$ cat config.mk
export PLATFORM = sky130hd
export DESIGN_NAME = ldt_cmd_core
export DESIGN_NICKNAME = d
export VERILOG_FILES = /design/src/verilog/ldt_pkg.sv /design/src/verilog/ldt_scan_timer.sv /design/src/verilog/ldt_cmd_core.sv
export SDC_FILE = /design/constraint.sdc
export NUM_CORES = 1
export LEC_CHECK = 0
export ABC_AREA = 1
export BUFFER_PORTS_ARGS = -buffer_cell sky130_fd_sc_hd__buf_2
export CAP_MARGIN = 20
export CORE_MARGIN = 2
export CORE_UTILIZATION = 35
export DETAILED_ROUTE_END_ITERATION = 8
export HOLD_SLACK_MARGIN = 0.12
export PLACE_DENSITY_LB_ADDON = 0.2
export SYNTH_ARGS = -nofsm -noshare
export SYNTH_HDL_FRONTEND = slang
export SYNTH_SLANG_ARGS = --single-unit
export TNS_END_PERCENT = 10
$ cat constraint.sdc
create_clock -name clk_sys -period 1.75 [get_ports clk_sys]
set_input_delay 0.175 -clock clk_sys [delete_from_list [all_inputs] [get_ports clk_sys]]
set_output_delay 0.175 -clock clk_sys [all_outputs]
set_load 0.01 [all_outputs]
$ cat src/verilog/ldt_pkg.sv
package ldt_pkg;

  // ****************************************************************
  // bus and command codes
  // ****************************************************************
  localparam int         DATA_W           = 18;
  localparam logic [7:0] CMD_READ_CONT    = 8'h3e;
  localparam logic [7:0] CMD_TEAR_LINE    = 8'h44;
  localparam logic [7:0] CMD_GET_SCAN     = 8'h45;
  localparam logic [7:0] CMD_WRITE_BRIGHT = 8'h51;

  // ****************************************************************
  // field positions and reset values
  // ****************************************************************
  localparam int         LINE_HI_BIT      = 0;
  localparam int         LINE_W           = 9;
  localparam int         BRIGHT_W         = 8;
  localparam logic [8:0] TEAR_LINE_RESET  = 9'h000;
  localparam logic [7:0] BRIGHT_RESET     = 8'h00;

  // ****************************************************************
  // vertical timing
  // ****************************************************************
  localparam int VSYNC_LINES                = 2;
  localparam int vertical_back_porch_lines  = 4;
  localparam int vertical_active_lines      = 432;
  localparam int vertical_front_porch_lines = 4;
  localparam int TOTAL_LINES = VSYNC_LINES + vertical_back_porch_lines
                             + vertical_active_lines + vertical_front_porch_lines;
  localparam int CLK_PERIOD_NS = 8;
  localparam int LINE_TIME_NS  = 32000;
  localparam int LINE_CLKS     = LINE_TIME_NS / CLK_PERIOD_NS;
  localparam int SCAN_WAIT_NS  = 3000;
  localparam int SCAN_WAIT_CLKS = (SCAN_WAIT_NS + CLK_PERIOD_NS - 1) / CLK_PERIOD_NS;

  // ****************************************************************
  // types
  // ****************************************************************
  typedef enum logic [3:0] {
    ST_IDLE, ST_RC_DUMMY, ST_RC_DATA, ST_RC_END, ST_TS_P1, ST_TS_P2,
    ST_GS_DUMMY, ST_GS_HI, ST_GS_LO, ST_BR_P1
  } ldt_state_e;

  typedef struct packed {
    logic              cmd_data_select;
    logic              read_strobe_n;
    logic              write_strobe_n;
    logic [DATA_W-1:0] data;
  } ldt_host_in_s;

  typedef struct packed {
    logic [8:0] start_column;
    logic [8:0] end_column;
    logic [8:0] start_page;
    logic [8:0] end_page;
  } ldt_window_s;

endpackage

$ cat src/verilog/ldt_scan_timer.sv
module ldt_scan_timer (
  // clock and reset
  input  wire logic       clk_sys,
  input  wire logic       rst_n,
  // scan position
  output logic [8:0]      scan_line,
  output logic            line_start
);

  localparam logic [11:0] LINE_LAST = 12'(ldt_pkg::LINE_CLKS - 1);
  localparam logic [8:0]  SCAN_LAST = 9'(ldt_pkg::TOTAL_LINES - 1);

  logic [11:0] tick;
  logic [11:0] next_tick;
  logic [8:0]  next_scan_line;
  logic        next_line_start;

  // line zero is the first sync line; count runs through all porches
  always_comb begin
    next_tick       = tick + 12'h001;
    next_scan_line  = scan_line;
    next_line_start = 1'b0;
    if (tick == LINE_LAST) begin
      next_tick       = 12'h000;
      next_line_start = 1'b1;
      next_scan_line  = (scan_line == SCAN_LAST) ? 9'h000 : scan_line + 9'h001;
    end
  end

  always_ff @(posedge clk_sys or negedge rst_n) begin
    if (!rst_n) begin
      tick       <= 12'h000;
      scan_line  <= 9'h000;
      line_start <= 1'b0;
    end else begin
      tick       <= next_tick;
      scan_line  <= next_scan_line;
      line_start <= next_line_start;
    end
  end
endmodule

$ cat src/verilog/ldt_cmd_core.sv
module ldt_cmd_core (
  // clock and reset
  input  wire logic                 clk_sys,
  input  wire logic                 rst_n,
  // host parallel bus
  input  wire ldt_pkg::ldt_host_in_s host_in,
  output logic [ldt_pkg::DATA_W-1:0] data_out,
  output logic                      data_oe,
  // shared address window and mode
  input  wire ldt_pkg::ldt_window_s  win,
  input  wire logic                 row_column_exchange_bit,
  input  wire logic                 rd_start,
  // power and reset events
  input  wire logic                 sleep_in,
  input  wire logic                 soft_reset,
  // frame memory read port
  output logic [8:0]                fm_col,
  output logic [8:0]                fm_page,
  input  wire logic [ldt_pkg::DATA_W-1:0] fm_data,
  // display controls
  output logic                      tearing_effect_out,
  output logic [7:0]                brightness_value
);

  // ****************************************************************
  // strobe edges
  // ****************************************************************
  logic wr_q;
  logic rd_q;
  logic wr_rise;
  logic rd_rise;
  logic rd_fall;
  logic cmd_take;
  logic par_take;
  logic rd_word_fall;
  logic rd_word_rise;

  assign wr_rise      = !wr_q && host_in.write_strobe_n;
  assign rd_rise      = !rd_q && host_in.read_strobe_n;
  assign rd_fall      = rd_q && !host_in.read_strobe_n;
  assign cmd_take     = wr_rise && !host_in.cmd_data_select;
  assign par_take     = wr_rise && host_in.cmd_data_select;
  assign rd_word_fall = rd_fall && host_in.cmd_data_select;
  assign rd_word_rise = rd_rise && host_in.cmd_data_select;

  always_ff @(posedge clk_sys or negedge rst_n) begin
    if (!rst_n) begin
      wr_q <= 1'b1;
      rd_q <= 1'b1;
    end else begin
      wr_q <= host_in.write_strobe_n;
      rd_q <= host_in.read_strobe_n;
    end
  end

  // ****************************************************************
  // scan line source
  // ****************************************************************
  logic [8:0] scan_line;

  ldt_scan_timer u_scan (
    .clk_sys    (clk_sys),
    .rst_n      (rst_n),
    .scan_line  (scan_line),
    .line_start ()
  );

  function automatic logic [8:0] step9(input logic [8:0] v);
    return v + 9'h001;
  endfunction

  // ****************************************************************
  // command state and registers
  // ****************************************************************
  ldt_pkg::ldt_state_e              state;
  ldt_pkg::ldt_state_e              next_state;
  logic [8:0]                       next_fm_col;
  logic [8:0]                       next_fm_page;
  logic                             tear_hi;
  logic                             next_tear_hi;
  logic [8:0]                       tear_line;
  logic [8:0]                       next_tear_line;
  logic                             tear_en;
  logic                             next_tear_en;
  logic [7:0]                       next_brightness_value;
  logic [8:0]                       scan_hold;
  logic [8:0]                       next_scan_hold;
  logic [ldt_pkg::DATA_W-1:0]       next_data_out;
  logic                             next_data_oe;
  logic                             next_te;

  always_comb begin
    next_state            = state;
    next_fm_col           = fm_col;
    next_fm_page          = fm_page;
    next_tear_hi          = tear_hi;
    next_tear_line        = tear_line;
    next_tear_en          = tear_en;
    next_brightness_value = brightness_value;
    next_scan_hold        = scan_hold;
    next_data_out         = data_out;
    next_data_oe          = data_oe;
    // read start elsewhere rewinds the shared pointer
    if (rd_start) begin
      next_fm_col  = win.start_column;
      next_fm_page = win.start_page;
    end
    // no power-state gating: read, tear and scan commands work in sleep too; sleep_in clears any brightness write
    if (cmd_take) begin
      case (host_in.data[7:0])
        ldt_pkg::CMD_READ_CONT:    next_state = ldt_pkg::ST_RC_DUMMY;
        ldt_pkg::CMD_TEAR_LINE:    next_state = ldt_pkg::ST_TS_P1;
        ldt_pkg::CMD_GET_SCAN:     next_state = ldt_pkg::ST_GS_DUMMY;
        ldt_pkg::CMD_WRITE_BRIGHT: next_state = ldt_pkg::ST_BR_P1;
        default:                   next_state = ldt_pkg::ST_IDLE;
      endcase
    end else if (par_take) begin
      case (state)
        ldt_pkg::ST_TS_P1: begin
          next_tear_hi = host_in.data[ldt_pkg::LINE_HI_BIT];
          next_state   = ldt_pkg::ST_TS_P2;
        end
        ldt_pkg::ST_TS_P2: begin
          next_tear_line = {tear_hi, host_in.data[7:0]};
          next_tear_en   = 1'b1;
          next_state     = ldt_pkg::ST_IDLE;
        end
        ldt_pkg::ST_BR_P1: begin
          next_brightness_value = host_in.data[7:0];
          next_state            = ldt_pkg::ST_IDLE;
        end
        default: ;
      endcase
    end
    // word is placed on the bus at the falling read edge
    if (rd_word_fall) begin
      next_data_oe = 1'b1;
      case (state)
        ldt_pkg::ST_RC_DATA: next_data_out = fm_data;
        ldt_pkg::ST_GS_DUMMY: begin
          next_data_out  = '0;
          next_scan_hold = scan_line;
        end
        ldt_pkg::ST_GS_HI:   next_data_out = {17'h00000, scan_hold[8]};
        ldt_pkg::ST_GS_LO:   next_data_out = {10'h000, scan_hold[7:0]};
        default:             next_data_out = '0;
      endcase
    end
    if (rd_rise) begin
      next_data_oe = 1'b0;
    end
    if (rd_word_rise) begin
      case (state)
        ldt_pkg::ST_RC_DUMMY: next_state = ldt_pkg::ST_RC_DATA;
        ldt_pkg::ST_RC_DATA: begin
          if (!row_column_exchange_bit) begin
            if (fm_col == win.end_column) begin
              if (fm_page == win.end_page) begin
                next_state = ldt_pkg::ST_RC_END;
              end else begin
                next_fm_col  = win.start_column;
                next_fm_page = step9(fm_page);
              end
            end else begin
              next_fm_col = step9(fm_col);
            end
          end else begin
            if (fm_page == win.end_page) begin
              if (fm_col == win.end_column) begin
                next_state = ldt_pkg::ST_RC_END;
              end else begin
                next_fm_page = win.start_page;
                next_fm_col  = step9(fm_col);
              end
            end else begin
              next_fm_page = step9(fm_page);
            end
          end
        end
        ldt_pkg::ST_GS_DUMMY: next_state = ldt_pkg::ST_GS_HI;
        ldt_pkg::ST_GS_HI:    next_state = ldt_pkg::ST_GS_LO;
        ldt_pkg::ST_GS_LO:    next_state = ldt_pkg::ST_IDLE;
        default: ;
      endcase
    end
    if (sleep_in) begin
      next_brightness_value = ldt_pkg::BRIGHT_RESET;
    end
    if (soft_reset) begin
      next_tear_line        = ldt_pkg::TEAR_LINE_RESET;
      next_tear_en          = 1'b0;
      next_brightness_value = ldt_pkg::BRIGHT_RESET;
      next_state            = ldt_pkg::ST_IDLE;
    end
    // refresh order bit deliberately not an input here
    next_te = tear_en && (scan_line == tear_line);
  end

  always_ff @(posedge clk_sys or negedge rst_n) begin
    if (!rst_n) begin
      state              <= ldt_pkg::ST_IDLE;
      fm_col             <= 9'h000;
      fm_page            <= 9'h000;
      tear_hi            <= 1'b0;
      tear_line          <= ldt_pkg::TEAR_LINE_RESET;
      tear_en            <= 1'b0;
      brightness_value   <= ldt_pkg::BRIGHT_RESET;
      scan_hold          <= 9'h000;
      data_out           <= '0;
      data_oe            <= 1'b0;
      tearing_effect_out <= 1'b0;
    end else begin
      state              <= next_state;
      fm_col             <= next_fm_col;
      fm_page            <= next_fm_page;
      tear_hi            <= next_tear_hi;
      tear_line          <= next_tear_line;
      tear_en            <= next_tear_en;
      brightness_value   <= next_brightness_value;
      scan_hold          <= next_scan_hold;
      data_out           <= next_data_out;
      data_oe            <= next_data_oe;
      tearing_effect_out <= next_te;
    end
  end
endmodule

== After elaboration in Yosys (flattened, before gate mapping) ==
Cells that the tools add are included.

* Memory bits (writable): 0
* Memories kept: 0
* Bits of input ports: 81
* Output and inout bits: 46
* Register bits after elaboration: 93
* Bits in latches: 0
* Logic and storage cells: 107
* ROM bits: 0

* Divide/modulo/power cells: 0
* Shift operators: 0
* Multiply operators: 0
* Add/sub/neg operators: 4
* Muxes and demuxes: 46
* Eq/ne operators: 19
* Reductions and logical operators: 22
* Magnitude comparators: 0
* Bitwise logic cells: 1

{| class="wikitable"
|+ Operators by type and width
! kind !! count
|-
| 2-to-1 mux 9 bit || 21
|-
| case mux 18 bit (3 select lines) || 1
|-
| 2-to-1 mux 8 bit || 5
|-
| 2-to-1 mux 4 bit || 9
|-
| adder 9 x 1 -> 9 bit (second input constant) || 3
|-
| equality test 9 bit || 3
|-
| equality test 8 x 7 -> 1 bit (second input constant) || 3
|-
| case mux 4 bit (5 select lines) || 1
|-
| equality test 4 x 3 -> 1 bit (second input constant) || 4
|-
| case mux 4 bit (4 select lines) || 1
|-
| adder 12 x 1 -> 12 bit (second input constant) || 1
|-
| equality test 12 bit (second input constant) || 1
|-
| 2-to-1 mux 12 bit || 1
|-
| equality test 9 bit (second input constant) || 1
|-
| AND reduction 3 bit || 3
|-
| equality test 4 bit (second input constant) || 2
|-
| equality test 8 x 6 -> 1 bit (second input constant) || 1
|-
| logical AND 1 bit || 8
|-
| case mux 4 bit (2 select lines) || 1
|-
| 2-to-1 mux 1 bit || 6
|-
| nonzero test 2 bit || 3
|-
| nonzero test 3 bit || 2
|-
| equality test 4 x 1 -> 1 bit (second input constant) || 1
|-
| equality test 4 x 2 -> 1 bit (second input constant) || 1
|-
| 6 further kinds || 9
|}

== Depth between registers and ports, before layout ==
* Depth in word-level cells: 11
* Gate-level depth with buffers: 14
* Depth with buffers taken out: 14

== By module ==
Synthesis repeated with hierarchy kept, for this count alone.

* Cells, all modules: 791
* Area total of the unflattened synthesis: 5784.3 um2

{| class="wikitable"
|+ Modules (own cells, without submodules)
! module !! cells an instance !! area each (um2) !! seq. area each (um2) !! times used
|-
| ldt_cmd_core || 625 || 4550.6 || 1804.2 || 1
|-
| ldt_scan_timer || 166 || 1233.7 || 550.5 || 1
|}

== Least setup slack after synthesis ==
Ideal clock, no wire load.

* Kind: register to register
* Start point: register fm_page[0]
* End point: register fm_page[8]
* Cell stages (with the launch flop): 11
* Path buffers: 0
* Required time: 1.630 ns
* Library setup time: 0.120 ns
* Slack: 0.136 ns
* Data arrival time: 1.495 ns
* Clock period less this slack: 1.614 ns
* Cell sequence: dfrtp_1 ha_1 nand3_1 nor3_1 nand3_1 nand2_1 nand2_1 nand3_1 nand2_1 inv_1 a21oi_2

* Longest elaborated chain between the ends: 6
* Elaborated cells between the ends (all ways): 8
* Classes of those cells: 1 x add/sub; 1 x eq/ne; 6 x mux

{| class="wikitable"
|+ Ends and longest elaborated chain
! what !! RTL line !! source
|-
| start, declared || ldt_cmd_core.sv:18 || <nowiki>output logic [8:0] fm_page,</nowiki>
|-
| start signal, assigned || ldt_cmd_core.sv:215 || <nowiki>fm_page <= next_fm_page;</nowiki>
|-
| adder 9 x 1 -> 9 bit / equality test 9 bit (equally long branches) || ldt_cmd_core.sv:69, ldt_cmd_core.sv:158, ldt_cmd_core.sv:168 ||
|-
| 2-to-1 mux 9 bit || ldt_cmd_core.sv:158 || <nowiki>if (fm_page == win.end_page) begin</nowiki>
|-
| 2-to-1 mux 9 bit || ldt_cmd_core.sv:157 || <nowiki>if (fm_col == win.end_column) begin</nowiki>
|-
| 2-to-1 mux 9 bit * || ldt_cmd_core.sv:156 || <nowiki>if (!row_column_exchange_bit) begin</nowiki>
|-
| 2-to-1 mux 9 bit * || ldt_cmd_core.sv:153 || <nowiki>case (state)</nowiki>
|-
| 2-to-1 mux 9 bit * || ldt_cmd_core.sv:152 || <nowiki>if (rd_word_rise) begin</nowiki>
|-
| named net next_fm_page[8] || ldt_cmd_core.sv:78 || <nowiki>logic [8:0] next_fm_page;</nowiki>
|}

The timed path passes the listed nets; every way through them passes the cells marked *.
A chain may end at the register's enable or synchronous reset.

== Worst setup path in the final report ==
* Start point: register fm_page[7]
* End point: register fm_col[3]

* Longest elaborated chain between the ends: 6
* Elaborated cells between the ends (all ways): 7
* Classes of those cells: 1 x eq/ne; 6 x mux

{| class="wikitable"
|+ Ends and longest elaborated chain
! what !! RTL line !! source
|-
| equality test 9 bit * || ldt_cmd_core.sv:158, ldt_cmd_core.sv:168 ||
|-
| 2-to-1 mux 9 bit || ldt_cmd_core.sv:158 ||
|-
| 2-to-1 mux 9 bit || ldt_cmd_core.sv:157 ||
|-
| 2-to-1 mux 9 bit * || ldt_cmd_core.sv:156 ||
|-
| 2-to-1 mux 9 bit * || ldt_cmd_core.sv:153 ||
|-
| 2-to-1 mux 9 bit * || ldt_cmd_core.sv:152 ||
|-
| named net next_fm_col[3] || ldt_cmd_core.sv:77 || <nowiki>logic [8:0] next_fm_col;</nowiki>
|-
| end signal, assigned || ldt_cmd_core.sv:214 || <nowiki>fm_col <= next_fm_col;</nowiki>
|-
| end, declared || ldt_cmd_core.sv:17 || <nowiki>output logic [8:0] fm_col,</nowiki>
|}

Marks and branches as above.

==> flow_summary_export.csv <==
group,metric,value,unit
status,run_status,"finished clean",
synth,synth_ff_type,"dfrtp_1",
detailed_routing,drc,0,
floorplanning,die_w,131,um
synth,synth_area,5650,sq um
detailed_routing,ant_nets,0,
power_and_ir_drop,power_density,699,nW/um^2
clocking,clk-insertion-delay-late,0.36,ns
power_and_ir_drop,ir_worst_vdd,0.000472,V
power_and_ir_drop,swShare,30.6,%
sta,period_minus_slack,1.70,ns
power_and_ir_drop,p_clk_share,37.6,%
floorplanning,initial_core_util,35.7,%
global_routing,grt.total_usage,19.1,%
sta,slew_violations,0,
power_and_ir_drop,p_switching,1.63,mW
detailed_routing,first_iter_violations,352,
sta,worst_pin_slew,0.469,ns
sta,slew_headroom,68.8,%
synth,yosys-top-cells-area,"dfrtp_1 (40%), nand2_1 (16%), nand3_1 (5.8%)",
worst_setup_path,cp.buffers_inverters,2,
clocking,cts_root_buf,"clkbuf_16",
worst_hold_path,worstHoldStart,"fm_data[7]",
floorplanning,die_area,17200,sq um
placement,gp_congestion,0.807,
worst_setup_path,critPathKind,"flop to flop",
run,cap_violations,0,
worst_setup_path,r2r_setup_slack,0.05,ns
clocking,clkTransAtPathRegs,0.07,ns
synth,synth_top_area_cell,"dfrtp_1",
detailed_routing,num_vias,5639,
worst_setup_path,reg2reg_to,"fm_col[3]",
global_routing,grt_start_max_net_pins,34,
worst_setup_path,cp_common_cell,"nand2_1",
synth,synth_commonest_cells,"nand2_1 (236), dfrtp_1 (91), inv_1 (81), nand3_1 (66), nor2_1 (55)",
synth,synth_top_area_share,40.3,%
placement,port_buffers,116,
detailed_routing,vias_per_cell,4.78,
sta,period_share,97.1,%
synth,synth_most_common_cell,"nand2_1",
floorplanning,rows,46,
synth,synth_seq_area_share,41.2,%
synth,syn_avg_cell_area,7.41,sq um
synth,async_flop_share,100,%
worst_setup_path,crit_arrival,1.95,ns
clocking,htreeDepth,3,
floorplanning,die_h,131,um
floorplanning,core_region_area,15800,sq um
worst_setup_path,critPathMaxFanout,7,
worst_setup_path,path_delay_family,"simple AND/OR/NAND/NOR gates",
synth,ys_types,45,
cells_and_area,final_nets,1045,
placement,dpl.hpwl,12100,um
worst_setup_path,slowest_stage,"dfrtp_1",
power_and_ir_drop,power.share.sequential,44.0,%
sta,hold_violations,0,
power_and_ir_drop,pwr-share-comb,18.4,%
global_routing,grt_pass1_wl,25800,um
power_and_ir_drop,leakagePower,3.95,nW
worst_hold_path,holdPathEnd,"data_out[7]",
worst_setup_path,r2r_start,"fm_page[7]",
worst_setup_path,crit_required,2.00,ns
global_routing,grt_pass1_vias,5404,
clocking,tritoncts,"yes",
detailed_routing,wl_per_cell,13.6,um
global_routing,antenna_found_initial,0,
synth,synth_edf_count,0,
floorplanning,io_pins,127,
sta,finalSetupTns,0,ns
clocking,cts.path.max_buffers,2,
worst_setup_path,critPathMaxStageDelay,0.41,ns
cells_and_area,drive_gt1_share,28.1,%
detailed_routing,drt_wl_total,16100,um
synth,ys_ff_latch,93,
synth,syn-num-nets,849,
clocking,numCtsBuffers,9,
worst_hold_path,hold_path_class,"primary input to flop",
cells_and_area,final_core_util,47.9,%
global_routing,overflow,0,
power_and_ir_drop,p_int,3.68,mW
worst_setup_path,startpoint_type,"flop",
detailed_routing,firstDrtPassIters,5,
sta,setup_viol,0,
sta,fmax,589,MHz
worst_setup_path,r2r_cells,13,
cells_and_area,syn_to_final_growth,34.2,%
synth,syn_inst,763,
clocking,clock_sinks,93,
worst_setup_path,cp-end-kind,"flop",
cells_and_area,diodes,0,
worst_hold_path,holdPathStages,4,
sta,rsz0062_at_grt,"true",
worst_setup_path,crit_chain,"inv_2 > nand2_1 > nand2_1 > nor2_2 > nand2_1 > nor2_2 > nand2_4 > nand2_4 > nand3_4 > nand2_1 > clkinv_1 > nor2_1 > nor2_1",
synth,yosys_warnings,0,
sta,fin_skew,0.00805,ns
## metrics by stage
step	hold slack [ns]	setup slack, ns	power (mW)	instances	instance area (sq um)
global placement	0.157	0.0175	3.26	1129	6860
floorplan	-0.121	0.136	2.86	763	5650
CTS	0.133	0.000597	5.33	1166	7370
finish	0.149	0.0515	5.31	1180	7590
detailed placement	0.158	0.00706	3.27	1129	6860
global route	0.143	-0.0821	5.59	1180	7590
## worst register-to-register path, delay by kind of cell, from the launching register on
kind                   cells  cell delay [ns]
buffers and inverters      2             0.11
flip-flops                 1             0.41
AND/OR/NAND/NOR           11             1.07
## registers in the layout (all words and copies together) (netlist names), 4 cells and up
signal            cells
u_scan.tick          12
u_scan.scan_line      9
brightness_value      8
fm_col                9
data_out             18
fm_page               9
scan_hold             9
tear_line             9
state                 4
## power by group through the flow
stage,Sequential [mW],Clock [mW],Combinational [mW]
after floorplan,2.40,0,0.461
after global placement,2.37,0,0.890
after detailed placement,2.38,0,0.893
after CTS,2.33,2.07,0.932
after global routing,2.35,2.14,1.11
final,2.34,2.00,0.976
## layer usage
layer  up-vias  global-route usage (%)  share of wire, %
met3        13                    3.73               4.3
met2       111                    31.9                48
met5         -                       0                 0
li1       2883                       -                 -
met4         0                    5.01               1.1
met1      2632                    25.4                47
## worst max path at each step
stage / start / endpoint / cells after the start / slack [ns]
2_1_floorplan: fm_page[0] / fm_page[8] / 10 / 0.14
3_3_place_gp: u_scan.tick[0] / u_scan.scan_line[4] / 7 / 0.02
3_5_place_dp: u_scan.tick[0] / u_scan.scan_line[6] / 8 / 0.007
4_1_cts: fm_col[0] / fm_col[5] / 13 / 0.0006
5_1_grt: fm_page[2] / fm_col[0] / 14 / -0.08
6_report: fm_page[7] / fm_col[3] / 13 / 0.05
## timing repair
item,4_1_cts,5_1_grt
buffers inserted,0,13
hold endpoints to repair,58,0
endpoints found under the setup margin,0,33
resized for setup,0,33
hold buffers,21,0
## cells in the final DEF, fill, tap and decap left out, types with 6 or more instances in the layout
cell	count
nor3_1	9
xor2_1	19
nand4_1	12
dlygate4sd3_1	21
o41ai_1	8
a32o_1	7
inv_2	13
dfrtp_1	87
a21oi_1	18
nand2_4	6
nand3_1	64
xnor2_1	11
nand3_2	6
inv_1	79
nand2_1	232
o21ai_0	38
nor2_2	12
o211ai_1	8
buf_2	115
nor2_1	48
buf_4	60
clkbuf_16	9
nand2_2	9
nor2_4	8
## cell type report
type / instances / area (sq um)
timing repair buffer: 201 / 1330
multi-input combinational: 559 / 3000
inverter: 95 / 357
clock buffer: 9 / 225
fill: 1620 / 8240
tap: 216 / 270
sequential: 93 / 2330
clock inverter: 7 / 76.3
## logic make-up (layout without fill, tap and decap cells)
kind of cell | after synthesis | count (layout) | share of synthesized area [%]
AND/OR/NAND/NOR | 422 | 423 | 34.2
buffers and inverters | 112 | 312 | 7.57
AO/OA/AOI/OAI | 100 | 100 | 11.0
flip-flops | 93 | 93 | 41.2
XOR/XNOR | 30 | 30 | 4.65
adder cells (fa/ha/maj) | 5 | 5 | 1.11
multiplexers | 1 | 1 | 0.199
Note: power is estimated with default switching activity, not from simulation.
